### src/rtl/sib_pkg.sv
// Shared constants and types of the indexed block serial target.
package sib_pkg;

    // Register file geometry.
    localparam int         REG_DEPTH   = 16;
    localparam int         IDX_W       = 4;
    localparam logic [7:0] DEPTH_LIMIT = 8'h10;

    // Byte offsets with special meaning.
    localparam logic [7:0] COUNT_IDX = 8'h07;
    localparam logic [7:0] LOCK_IDX  = 8'h08;

    // Field positions inside the lock byte.
    localparam int LOCK_BIT   = 0;
    localparam int STICKY_BIT = 1;

    // Reset values and the idle byte.
    localparam logic [7:0] COUNT_RESET = 8'h08;
    localparam logic [7:0] DATA_RESET  = 8'h00;
    localparam logic [7:0] IDLE_BYTE   = 8'hff;

    // Seven-bit target address on the serial bus.
    localparam logic [6:0] TARGET_ADDR = 7'h6c;

    // Bit counter limits.
    localparam logic [2:0] BIT_LAST = 3'h7;

    // Byte engine states, one-hot.
    typedef enum logic [4:0] {
        ST_IDLE  = 5'h01,
        ST_RX    = 5'h02,
        ST_RXACK = 5'h04,
        ST_TX    = 5'h08,
        ST_TXACK = 5'h10
    } sib_state_t;

    // Meaning of the next byte of a transaction.
    typedef enum logic [1:0] {
        ROLE_ADDR   = 2'h0,
        ROLE_OFFSET = 2'h1,
        ROLE_COUNT  = 2'h2,
        ROLE_DATA   = 2'h3
    } sib_role_t;

endpackage

### src/rtl/sib_regfile.sv
`timescale 1ns/1ps
`default_nettype none

// Small byte memory with one write port and a registered read port.
module sib_regfile
    import sib_pkg::*;
(
    // Clock and reset.
    input  wire logic                    sys_clk,
    input  wire logic                    reset,
    // Write port.
    input  wire logic                    wrEn,
    input  wire logic [sib_pkg::IDX_W-1:0] wrAddr,
    input  wire logic [7:0]              wrData,
    // Read port.
    input  wire logic [sib_pkg::IDX_W-1:0] rdAddr,
    output logic      [7:0]              rdData
);

    // Whole memory state, entries and the read register.
    typedef struct packed {
        logic [REG_DEPTH-1:0][7:0] mem;
        logic [7:0]                rd;
    } sib_mem_t;

    sib_mem_t                       r;       // Registered state.
    sib_mem_t                       next_r;  // Next state.
    wire logic [REG_DEPTH-1:0][7:0] memNext; // Next contents per entry.

    assign rdData = r.rd;

    // Each entry takes a write only when addressed. One net per entry keeps
    // the single combinational process below the only writer of next_r.
    genvar i;
    generate
        for (i = 0; i < REG_DEPTH; i++) begin : g_entry
            assign memNext[i] = (wrEn && (wrAddr == IDX_W'(i))) ? wrData
                                                                : r.mem[i];
        end
    endgenerate

    // Read data always comes from a flop, one cycle behind the address.
    always_comb begin
        next_r     = r;
        next_r.mem = memNext;
        next_r.rd  = r.mem[rdAddr];
    end

    // The count byte resets to its own value so reads report it at once.
    always_ff @(posedge sys_clk) begin
        if (reset) begin
            for (int k = 0; k < REG_DEPTH; k++) begin
                r.mem[k] <= (k == int'(COUNT_IDX)) ? COUNT_RESET : DATA_RESET;
            end
            r.rd <= DATA_RESET;
        end else begin
            r <= next_r;
        end
    end

endmodule

`default_nettype wire

### src/rtl/sib_target.sv
`timescale 1ns/1ps
`default_nettype none

// Contract
// - Acknowledge own address, then the offset byte.
// - Count byte follows offset and is acknowledged.
// - Store data at N up to N+X-1.
// - Return count first, then bytes from N.
// - Read count comes from register byte 7.
// - Protected when lock or sticky lock set.
// - Port idle unless power-good input is high.
module sib_target
    import sib_pkg::*;
(
    // Clock and reset.
    input  wire logic sys_clk,
    input  wire logic reset,
    // Serial bus pins, data is open drain.
    input  wire logic sclIn,
    input  wire logic sdaIn,
    output logic      sdaOut,
    output logic      sdaOeN,
    // Power state pin.
    input  wire logic powerGoodPowerdownN,
    // Local control and status.
    input  wire logic stickyLockSet,
    output logic      writeProtected
);

    // Entire state of the target in one record.
    typedef struct packed {
        sib_state_t state;
        sib_role_t  role;
        logic       scl1;
        logic       scl2;
        logic       scl3;
        logic       sda1;
        logic       sda2;
        logic       sda3;
        logic       pg1;
        logic       pg2;
        logic [7:0] shift;
        logic [2:0] bitCnt;
        logic       full;
        logic       rw;
        logic       hostAck;
        logic [7:0] offset;
        logic [7:0] remaining;
        logic [7:0] countReg;
        logic       lock;
        logic       sticky;
        logic       sdaLow;
        logic       memWe;
        logic [7:0] memAddr;
        logic [7:0] memData;
    } sib_regs_t;

    sib_regs_t  r;        // Registered state.
    sib_regs_t  next_r;   // Next state.
    logic [7:0] memRd;    // Registered memory read data.
    logic [7:0] readByte; // Byte presented for the current offset.
    logic       sclRise;  // Clock rose on the bus.
    logic       sclFall;  // Clock fell on the bus.
    logic       startSeen; // Start or repeated start.
    logic       stopSeen;  // Stop condition.
    logic       locked;    // Write protection in force.

    // The pin is only ever pulled low; the enable releases it.
    assign sdaOut         = 1'b0;
    assign sdaOeN         = ~r.sdaLow;
    assign writeProtected = locked;

    // Bus events use only the second and third sync stages.
    assign sclRise   = r.scl2 & ~r.scl3;
    assign sclFall   = ~r.scl2 & r.scl3;
    assign startSeen = r.scl2 & r.scl3 & r.sda3 & ~r.sda2;
    assign stopSeen  = r.scl2 & r.scl3 & ~r.sda3 & r.sda2;
    assign locked    = r.lock | r.sticky;

    // Byte store for the configuration bytes.
    sib_regfile sib_regfile_i (
        .sys_clk (sys_clk),
        .reset   (reset),
        .wrEn    (r.memWe),
        .wrAddr  (r.memAddr[IDX_W-1:0]),
        .wrData  (r.memData),
        .rdAddr  (r.offset[IDX_W-1:0]),
        .rdData  (memRd)
    );

    // Lock and count bytes live in flops; offsets past the store read zero.
    always_comb begin
        if (r.offset == LOCK_IDX) begin
            readByte = DATA_RESET;
            readByte[LOCK_BIT]   = r.lock;
            readByte[STICKY_BIT] = r.sticky;
        end else if (r.offset == COUNT_IDX) begin
            readByte = r.countReg;
        end else if (r.offset < DEPTH_LIMIT) begin
            readByte = memRd;
        end else begin
            readByte = DATA_RESET;
        end
    end

    // Byte engine: samples on clock rise, changes the data line on fall.
    always_comb begin
        next_r       = r;
        next_r.scl1  = sclIn;
        next_r.scl2  = r.scl1;
        next_r.scl3  = r.scl2;
        next_r.sda1  = sdaIn;
        next_r.sda2  = r.sda1;
        next_r.sda3  = r.sda2;
        next_r.pg1   = powerGoodPowerdownN;
        next_r.pg2   = r.pg1;
        next_r.memWe = 1'b0;
        if (!r.pg2) begin
            // Without power good the port ignores the bus entirely.
            next_r.state  = ST_IDLE;
            next_r.sdaLow = 1'b0;
        end else if (startSeen) begin
            // A repeated start keeps the offset for the read that follows.
            next_r.state  = ST_RX;
            next_r.role   = ROLE_ADDR;
            next_r.bitCnt = 3'h0;
            next_r.full   = 1'b0;
            next_r.sdaLow = 1'b0;
        end else if (stopSeen) begin
            next_r.state  = ST_IDLE;
            next_r.sdaLow = 1'b0;
        end else begin
            case (r.state)
                ST_RX: begin
                    if (sclRise) begin
                        next_r.shift  = {r.shift[6:0], r.sda2};
                        next_r.bitCnt = r.bitCnt + 3'h1;
                        next_r.full   = (r.bitCnt == BIT_LAST);
                    end else if (sclFall && r.full) begin
                        next_r.full   = 1'b0;
                        next_r.sdaLow = 1'b1;
                        next_r.state  = ST_RXACK;
                        case (r.role)
                            ROLE_ADDR: begin
                                if (r.shift[7:1] == TARGET_ADDR) begin
                                    next_r.rw   = r.shift[0];
                                    next_r.role = r.shift[0] ? ROLE_COUNT
                                                             : ROLE_OFFSET;
                                end else begin
                                    // Another target is addressed.
                                    next_r.sdaLow = 1'b0;
                                    next_r.state  = ST_IDLE;
                                end
                            end
                            ROLE_OFFSET: begin
                                next_r.offset = r.shift;
                                next_r.role   = ROLE_COUNT;
                            end
                            ROLE_COUNT: begin
                                next_r.remaining = r.shift;
                                next_r.role      = ROLE_DATA;
                            end
                            default: begin
                                // Bytes past the count are acknowledged
                                // but dropped.
                                if (r.remaining != 8'h00) begin
                                    next_r.offset    = r.offset + 8'h01;
                                    next_r.remaining = r.remaining - 8'h01;
                                    if (r.offset == LOCK_IDX) begin
                                        next_r.lock = r.shift[LOCK_BIT];
                                        if (r.shift[STICKY_BIT]) begin
                                            next_r.sticky = 1'b0;
                                        end
                                    end else if (!locked &&
                                                 r.offset < DEPTH_LIMIT) begin
                                        next_r.memWe   = 1'b1;
                                        next_r.memAddr = r.offset;
                                        next_r.memData = r.shift;
                                        if (r.offset == COUNT_IDX) begin
                                            next_r.countReg = r.shift;
                                        end
                                    end
                                    // Locked bytes still see the ack above.
                                end
                            end
                        endcase
                    end
                end
                ST_RXACK: begin
                    if (sclFall) begin
                        next_r.bitCnt = 3'h0;
                        if (r.rw) begin
                            // Count byte goes out first on a read.
                            next_r.state     = ST_TX;
                            next_r.shift     = r.countReg;
                            next_r.remaining = r.countReg;
                            next_r.sdaLow    = ~r.countReg[7];
                        end else begin
                            next_r.state  = ST_RX;
                            next_r.sdaLow = 1'b0;
                        end
                    end
                end
                ST_TX: begin
                    if (sclFall) begin
                        if (r.bitCnt == BIT_LAST) begin
                            next_r.state  = ST_TXACK;
                            next_r.sdaLow = 1'b0;
                        end else begin
                            next_r.bitCnt = r.bitCnt + 3'h1;
                            next_r.shift  = {r.shift[6:0], 1'b0};
                            next_r.sdaLow = ~r.shift[6];
                        end
                    end
                end
                ST_TXACK: begin
                    if (sclRise) begin
                        next_r.hostAck = ~r.sda2;
                    end else if (sclFall) begin
                        if (r.hostAck) begin
                            // Past the count the line idles high.
                            next_r.bitCnt = 3'h0;
                            next_r.state  = ST_TX;
                            if (r.remaining != 8'h00) begin
                                next_r.shift     = readByte;
                                next_r.sdaLow    = ~readByte[7];
                                next_r.offset    = r.offset + 8'h01;
                                next_r.remaining = r.remaining - 8'h01;
                            end else begin
                                next_r.shift  = IDLE_BYTE;
                                next_r.sdaLow = 1'b0;
                            end
                        end else begin
                            // Not acknowledged: wait for the stop.
                            next_r.state = ST_IDLE;
                        end
                    end
                end
                default: begin
                    next_r.sdaLow = 1'b0;
                end
            endcase
        end
        // A local set beats a software clear in the same cycle.
        if (stickyLockSet) begin
            next_r.sticky = 1'b1;
        end
    end

    // State register; bus sync stages reset to the idle bus level, power-good stages to low.
    always_ff @(posedge sys_clk) begin
        if (reset) begin
            r           <= '0;
            r.state     <= ST_IDLE;
            r.role      <= ROLE_ADDR;
            r.scl1      <= 1'b1;
            r.scl2      <= 1'b1;
            r.scl3      <= 1'b1;
            r.sda1      <= 1'b1;
            r.sda2      <= 1'b1;
            r.sda3      <= 1'b1;
            r.countReg  <= COUNT_RESET;
        end else begin
            r <= next_r;
        end
    end

endmodule

`default_nettype wire

### config.mk
export PLATFORM = sky130hd
export DESIGN_NAME = sib_target
export DESIGN_NICKNAME = d
export VERILOG_FILES = /design/src/rtl/sib_pkg.sv /design/src/rtl/sib_regfile.sv /design/src/rtl/sib_target.sv
export SDC_FILE = /design/constraint.sdc
export NUM_CORES = 1
export LEC_CHECK = 0
export BUFFER_PORTS_ARGS = -buffer_cell sky130_fd_sc_hd__buf_2
export CAP_MARGIN = 20
export CORE_MARGIN = 2
export CORE_UTILIZATION = 56
export DETAILED_ROUTE_END_ITERATION = 10
export PLACE_DENSITY = 0.74
export SLEW_MARGIN = 20
export SYNTH_ARGS = -nofsm -noshare
export SYNTH_HDL_FRONTEND = slang
export SYNTH_SLANG_ARGS = --single-unit
### constraint.sdc
create_clock -name sys_clk -period 4.8 [get_ports sys_clk]
set_input_delay 0.72 -clock sys_clk [delete_from_list [all_inputs] [get_ports sys_clk]]
set_output_delay 0.72 -clock sys_clk [all_outputs]
set_load 0.02 [all_outputs]
* Word-level counts from Yosys, hierarchy flattened *
Cells that the tools add are included.

storage, ports and cells
  register bits after elaboration = 209
  latch bits = 0
  RAM bits = 0
  bits in read-only memories = 0
  input port bits = 6
  output and inout bits = 3
  memories = 0

cells by class
  add/sub/neg operators = 3
  multiply operators = 0
  divide/modulo/power cells = 0
  order comparisons = 2
  equal/unequal tests = 67
  shifts and indexed selects = 0
  muxes and demuxes = 88
  bitwise operators = 25
  reduce and logical (&&, ||, !) cells = 58

operator list
  kind                number
  $mux 26             8
  $mux 44             2
  $mux 8              10
  $mux 11             7
  $mux 17             4
  $mux 16             4
  $pmux 8 s2          3
  $pmux 11 s4         1
  $ne 8x8->1 const B  5
  $ne 2x2->1 const B  18
  $bmux 8 s4          1
  $eq 4x4->1 const B  8
  $mux 32             1
  $mux 5              6
  $reduce_and 10->1   3
  $ne 4x4->1 const B  7
  $ne 3x3->1 const B  8
  $pmux 8 s3          1
  $reduce_and 12->1   2
  $reduce_and 8->1    3
  $mux 1              20
  $mux 10             2
  $pmux 5 s4          1
  $logic_and 1x1->1   18
  other kinds (48)    100

* Longest topological paths before layout *
  word-level depth = 21
  depth in mapped cells = 10

* By module *
A second synthesis with hierarchy kept.

unflattened totals
  cell total of the unflattened synthesis = 1121
  area, all modules = 9897.0 sq um

by module, submodules not included
  module       instances  cells each  area each (sq um)  seq. area each (sq um)
  sib_regfile  1          639         5911.9             2722.6
  sib_target   1          482         3985.1             1381.3

* Worst setup path before layout *
No wires, ideal clock.

  path kind = flip-flop to flip-flop
  start = reg r[36] (netlist bit)
  end = reg r[23] (netlist bit)
  setup time = 0.126 ns
  data arrival time = 2.081 ns
  slack = 2.593 ns
  stages on the path, launching flop included = 11
  path buffers = 3
  period minus slack after synthesis = 2.207 ns
  cell sequence = dfxtp_1 -> buf_2 -> buf_2 -> inv_1 -> ha_1 -> nand3b_1 -> nand3_1 -> and4b_1 -> buf_2 -> mux2i_1 -> nand2_1

between the ends
  longest elaborated chain between the ends = 4

RTL lines
  what                                  line               text
  from (decl)                           sib_target.sv:58   sib_regs_t r;
  from (signal assigned)                sib_target.sv:264  r <= next_r;
  $lt 8x5->1                            sib_target.sv:175  r.offset < DEPTH_LIMIT) begin
  $logic_and 1x1->1                     sib_target.sv:174  end else if (!locked &&
  $ne 8x8->1 (no source line)           -
  $reduce_and 11->1 (no source line) *  -

Mark *: on every way between the ends. The rest lies on a longest branch, timed or not.
A chain may end at the register's enable or synchronous reset.

* Final worst setup path *
  start = reg r[72] (netlist bit)
  end = reg r[53] (netlist bit)

between the ends
  longest elaborated chain between the ends = 3

RTL lines
  what                                                              line               text
  $eq 5x4->1 (tied with other cells)                                sib_target.sv:133  case (r.state)
  $ne 2x2->1 (no source line) or $reduce_bool 4->1 (tied branches)  -
  $reduce_and 12->1 (no source line)                                -

Several ways; a longest one is shown, not always the timed one.

==> summary.txt <==
Yosys
  – Cell variety after synth: between 70 and 80
  – Post-synth top area share: between 40% and 50%
  – Post-synth EDFFs: 0
  – Mean Syn Cell Area: about 9.7 um^2
  – Synth Warn #: 0
  – Most common cell in the netlist: dfxtp_1
  – Most used flip-flop cell after synthesis: dfxtp_1
  – Mapped Nets: between 1000 and 1500
  – Sequential fraction of the synthesis area: roughly two fifths
  – Synth async-reset ratio: 0%
  – Mapped Area: 10100 um^2
  – Most frequent cells after synthesis: dfxtp_1, nor2_1, mux2i_1
  – Synth area leader: dfxtp_1
  – Flops & latches, synth: 205
  – Dominant cells by area after synthesis: dfxtp_1, mux2i_1, mux4_2
  – Post-Syn Instances: just over 1000

Routing
  – Vias: between 7000 and 8000
  – Wire per inst: between 20 and 25 um
  – Initial drt markers: 857
  – DR vias/cell: ~6.4
  – Total Wirelength: around 26 mm
  – Remaining antenna violation count: 0
  – Drt pass-1 iters: 8
  – # DRC: 0

GRT
  – First-pass GRT wire length: 41.1 mm
  – Global Route Usage Sum: 26.4%
  – Vias in the first global route: approximately 7400
  – Largest net degree at the start of global routing: about 110
  – Antenna violations before repair: 0
  – Gr ovfl total: 0

Final layout
  – Count of nets after finishing: about 1000
  – Fin area: between 10000 and 15000 um^2
  – N_diodes: 0
  – Share of layout cells above drive strength 1: 12.2%
  – Area grow syn2layout: 7.12%

STA
  – Min cycle time layout: around 2800 ps
  – Clk_skew: 20.5 ps
  – Slew Limit Fails: 0
  – Rel. slew slack: about 25%
  – Tcrit/Tclk final: 59.0%
  – Final setup viols: 0
  – Final Hold Fails: 0
  – Setup TNS Final: 0 ps
  – RSZ-0062 raised after global routing: no
  – Slew at the pin with the worst max-slew slack: around 1100 ps
  – Fmax: around 350 MHz

Clocking
  – Clock Sinks: 205
  – Clk slew on worst S/H paths: 60 ps
  – Cts hold-fix bufs: 0
  – Cts repair resizes: 0
  – Clock buffer count from CTS: 23
  – Max clock buf depth: 3
  – Setup Buffers After CTS: 0
  – CTS H-tree lvls: 1
  – CTS tree: done
  – Clock insertion delay at the later pin of the skew report: roughly 530 ps
  – Root Buffer: clkbuf_16

Critical path
  – Reg2Reg Depth: 5
  – Worst r2r src: r[72]$_SDFFE_PP0P_
  – Crit Path Class: reg -> reg
  – Crit path required time: between 5000 and 6000 ps
  – Critical path launch point type: flip-flop
  – Critical R2R Capture: r[53]$_SDFFE_PP0P_
  – CP Capture Type: flip-flop
  – R2R setup slack: 1970 ps
  – Worst Path Max Fanout: 14
  – Arrival @ worst endpoint: 3190 ps

Worst hold path
  – Worst Hold Depth: 2
  – Worst hold endpoint: next_r[61]$_SDFF_PP1_
  – Critical hold path startpoint: sdaIn
  – Class of the worst hold path: in -> reg

Outcome
  – Status: completed

Pwr
  – VDD IR max: approximately 0.35 mV
  – Leakage: roughly 4 nW
  – Power Dens Cells: around 320 nW/um^2
  – Total power: between 3 and 4 mW

Floorplanning
  – Total core area: about 18000 um^2
  – Die H: around 140 um
  – Starting Density: between 50% and 60%
  – Ports: 9
  – # rows: 49
  – Chip Width: around 140 um
  – Die area: between 15000 and 20000 um^2

Placement
  – PortBufs: 7
  – Final HPWL from detailed placement: 16.9 mm
  – Routability Congestion: ~0.93
  – Placed cell areas: 10100 um^2

Run
  – Max Cap Viol: 0
[report_power, final]
part / internal (mW) / switching (mW)
combinational: 0.0139 / 0.0484
sequential: 1.70 / 0.00497
clock: 1.01 / 0.727
total: 2.73 / 0.780
[cell type report]
| cell class | instances | area, um^2 |
|---|---|---|
| fill | 1498 | 7040 |
| multi-input combinational | 722 | 5500 |
| sequential | 205 | 4110 |
| clock buffer | 31 | 646 |
| tap | 229 | 287 |
| clock inverter | 10 | 103 |
| inverter | 24 | 90.1 |
| timing repair buffer | 11 | 71.3 |
[worst max-delay path by stage]
stage	from	cells after the start	to
after floorplan	r[36]$_SDFFE_PP0P_	10	r[23]$_SDFFE_PP1P_
after global placement	r[72]$_SDFFE_PP0P_	5	r[33]$_SDFFE_PP0P_
after global routing	r[72]$_SDFFE_PP0P_	5	r[53]$_SDFFE_PP0P_
after detailed placement	r[72]$_SDFFE_PP0P_	5	r[32]$_SDFFE_PP0P_
after CTS	r[72]$_SDFFE_PP0P_	5	r[32]$_SDFFE_PP0P_
final	r[72]$_SDFFE_PP0P_	5	r[53]$_SDFFE_PP0P_
[layer usage]
layer / track usage, % / vias up / share of wire [%]
met4: 11.0 / 0 / 4.2
li1: - / 3665 / -
met1: 36.1 / 3815 / 43
met5: 0 / - / 0
met3: 4.33 / 71 / 6.9
met2: 42.0 / 302 / 46
[metrics by stage]
step	utilization (%)	hold slack, ps	setup WS, ps	cells
floorplan	-	389	2590	1036
global placement	56.4	390	2040	1191
global route	60.5	383	1760	1232
CTS	60.5	372	2020	1232
detailed placement	56.4	399	2040	1191
finish	60.5	376	1970	1232
[layout by cell type, fill, tap and decap left out, drive strengths merged, types with 10 or more instances in the layout]
cell type and n:
nand2b 11, nor3 19, or2 10, and2 16, a221oi 11, dfxtp 205, nand2 39, mux4 40
inv 26, mux2i 144, a21oi 40, clkbuf 31, nand3 24, o21ai 30, a211oi 14, buf 11
nor2 179
[state kept, by name, summed over array words and instances (netlist names)]
signal / cells
next_r: 5
r: 64
sib_regfile_i.r: 128
sib_regfile_i.rdData: 8
[critical path: stages (launching register included)]
cell      delay (ps)
dfxtp_1          690
nor2b_1          680
nand2_1          510
o221a_2          450
nand3_1          210
a221oi_1         130
[cell families (layout without fill, tap and decap cells)]
logic type	Yosys count	count (layout)	share of synthesized area, %
fa+ha+maj	9	9	1.12
xor+xnor	6	6	0.707
compound gates	162	162	11.7
other cells	1	1	0.0372
buf+inv	109	76	4.75
flops	205	205	40.7
mux	184	184	23.2
simple gates	360	360	17.7
Note: power is estimated with default switching activity, not from simulation.
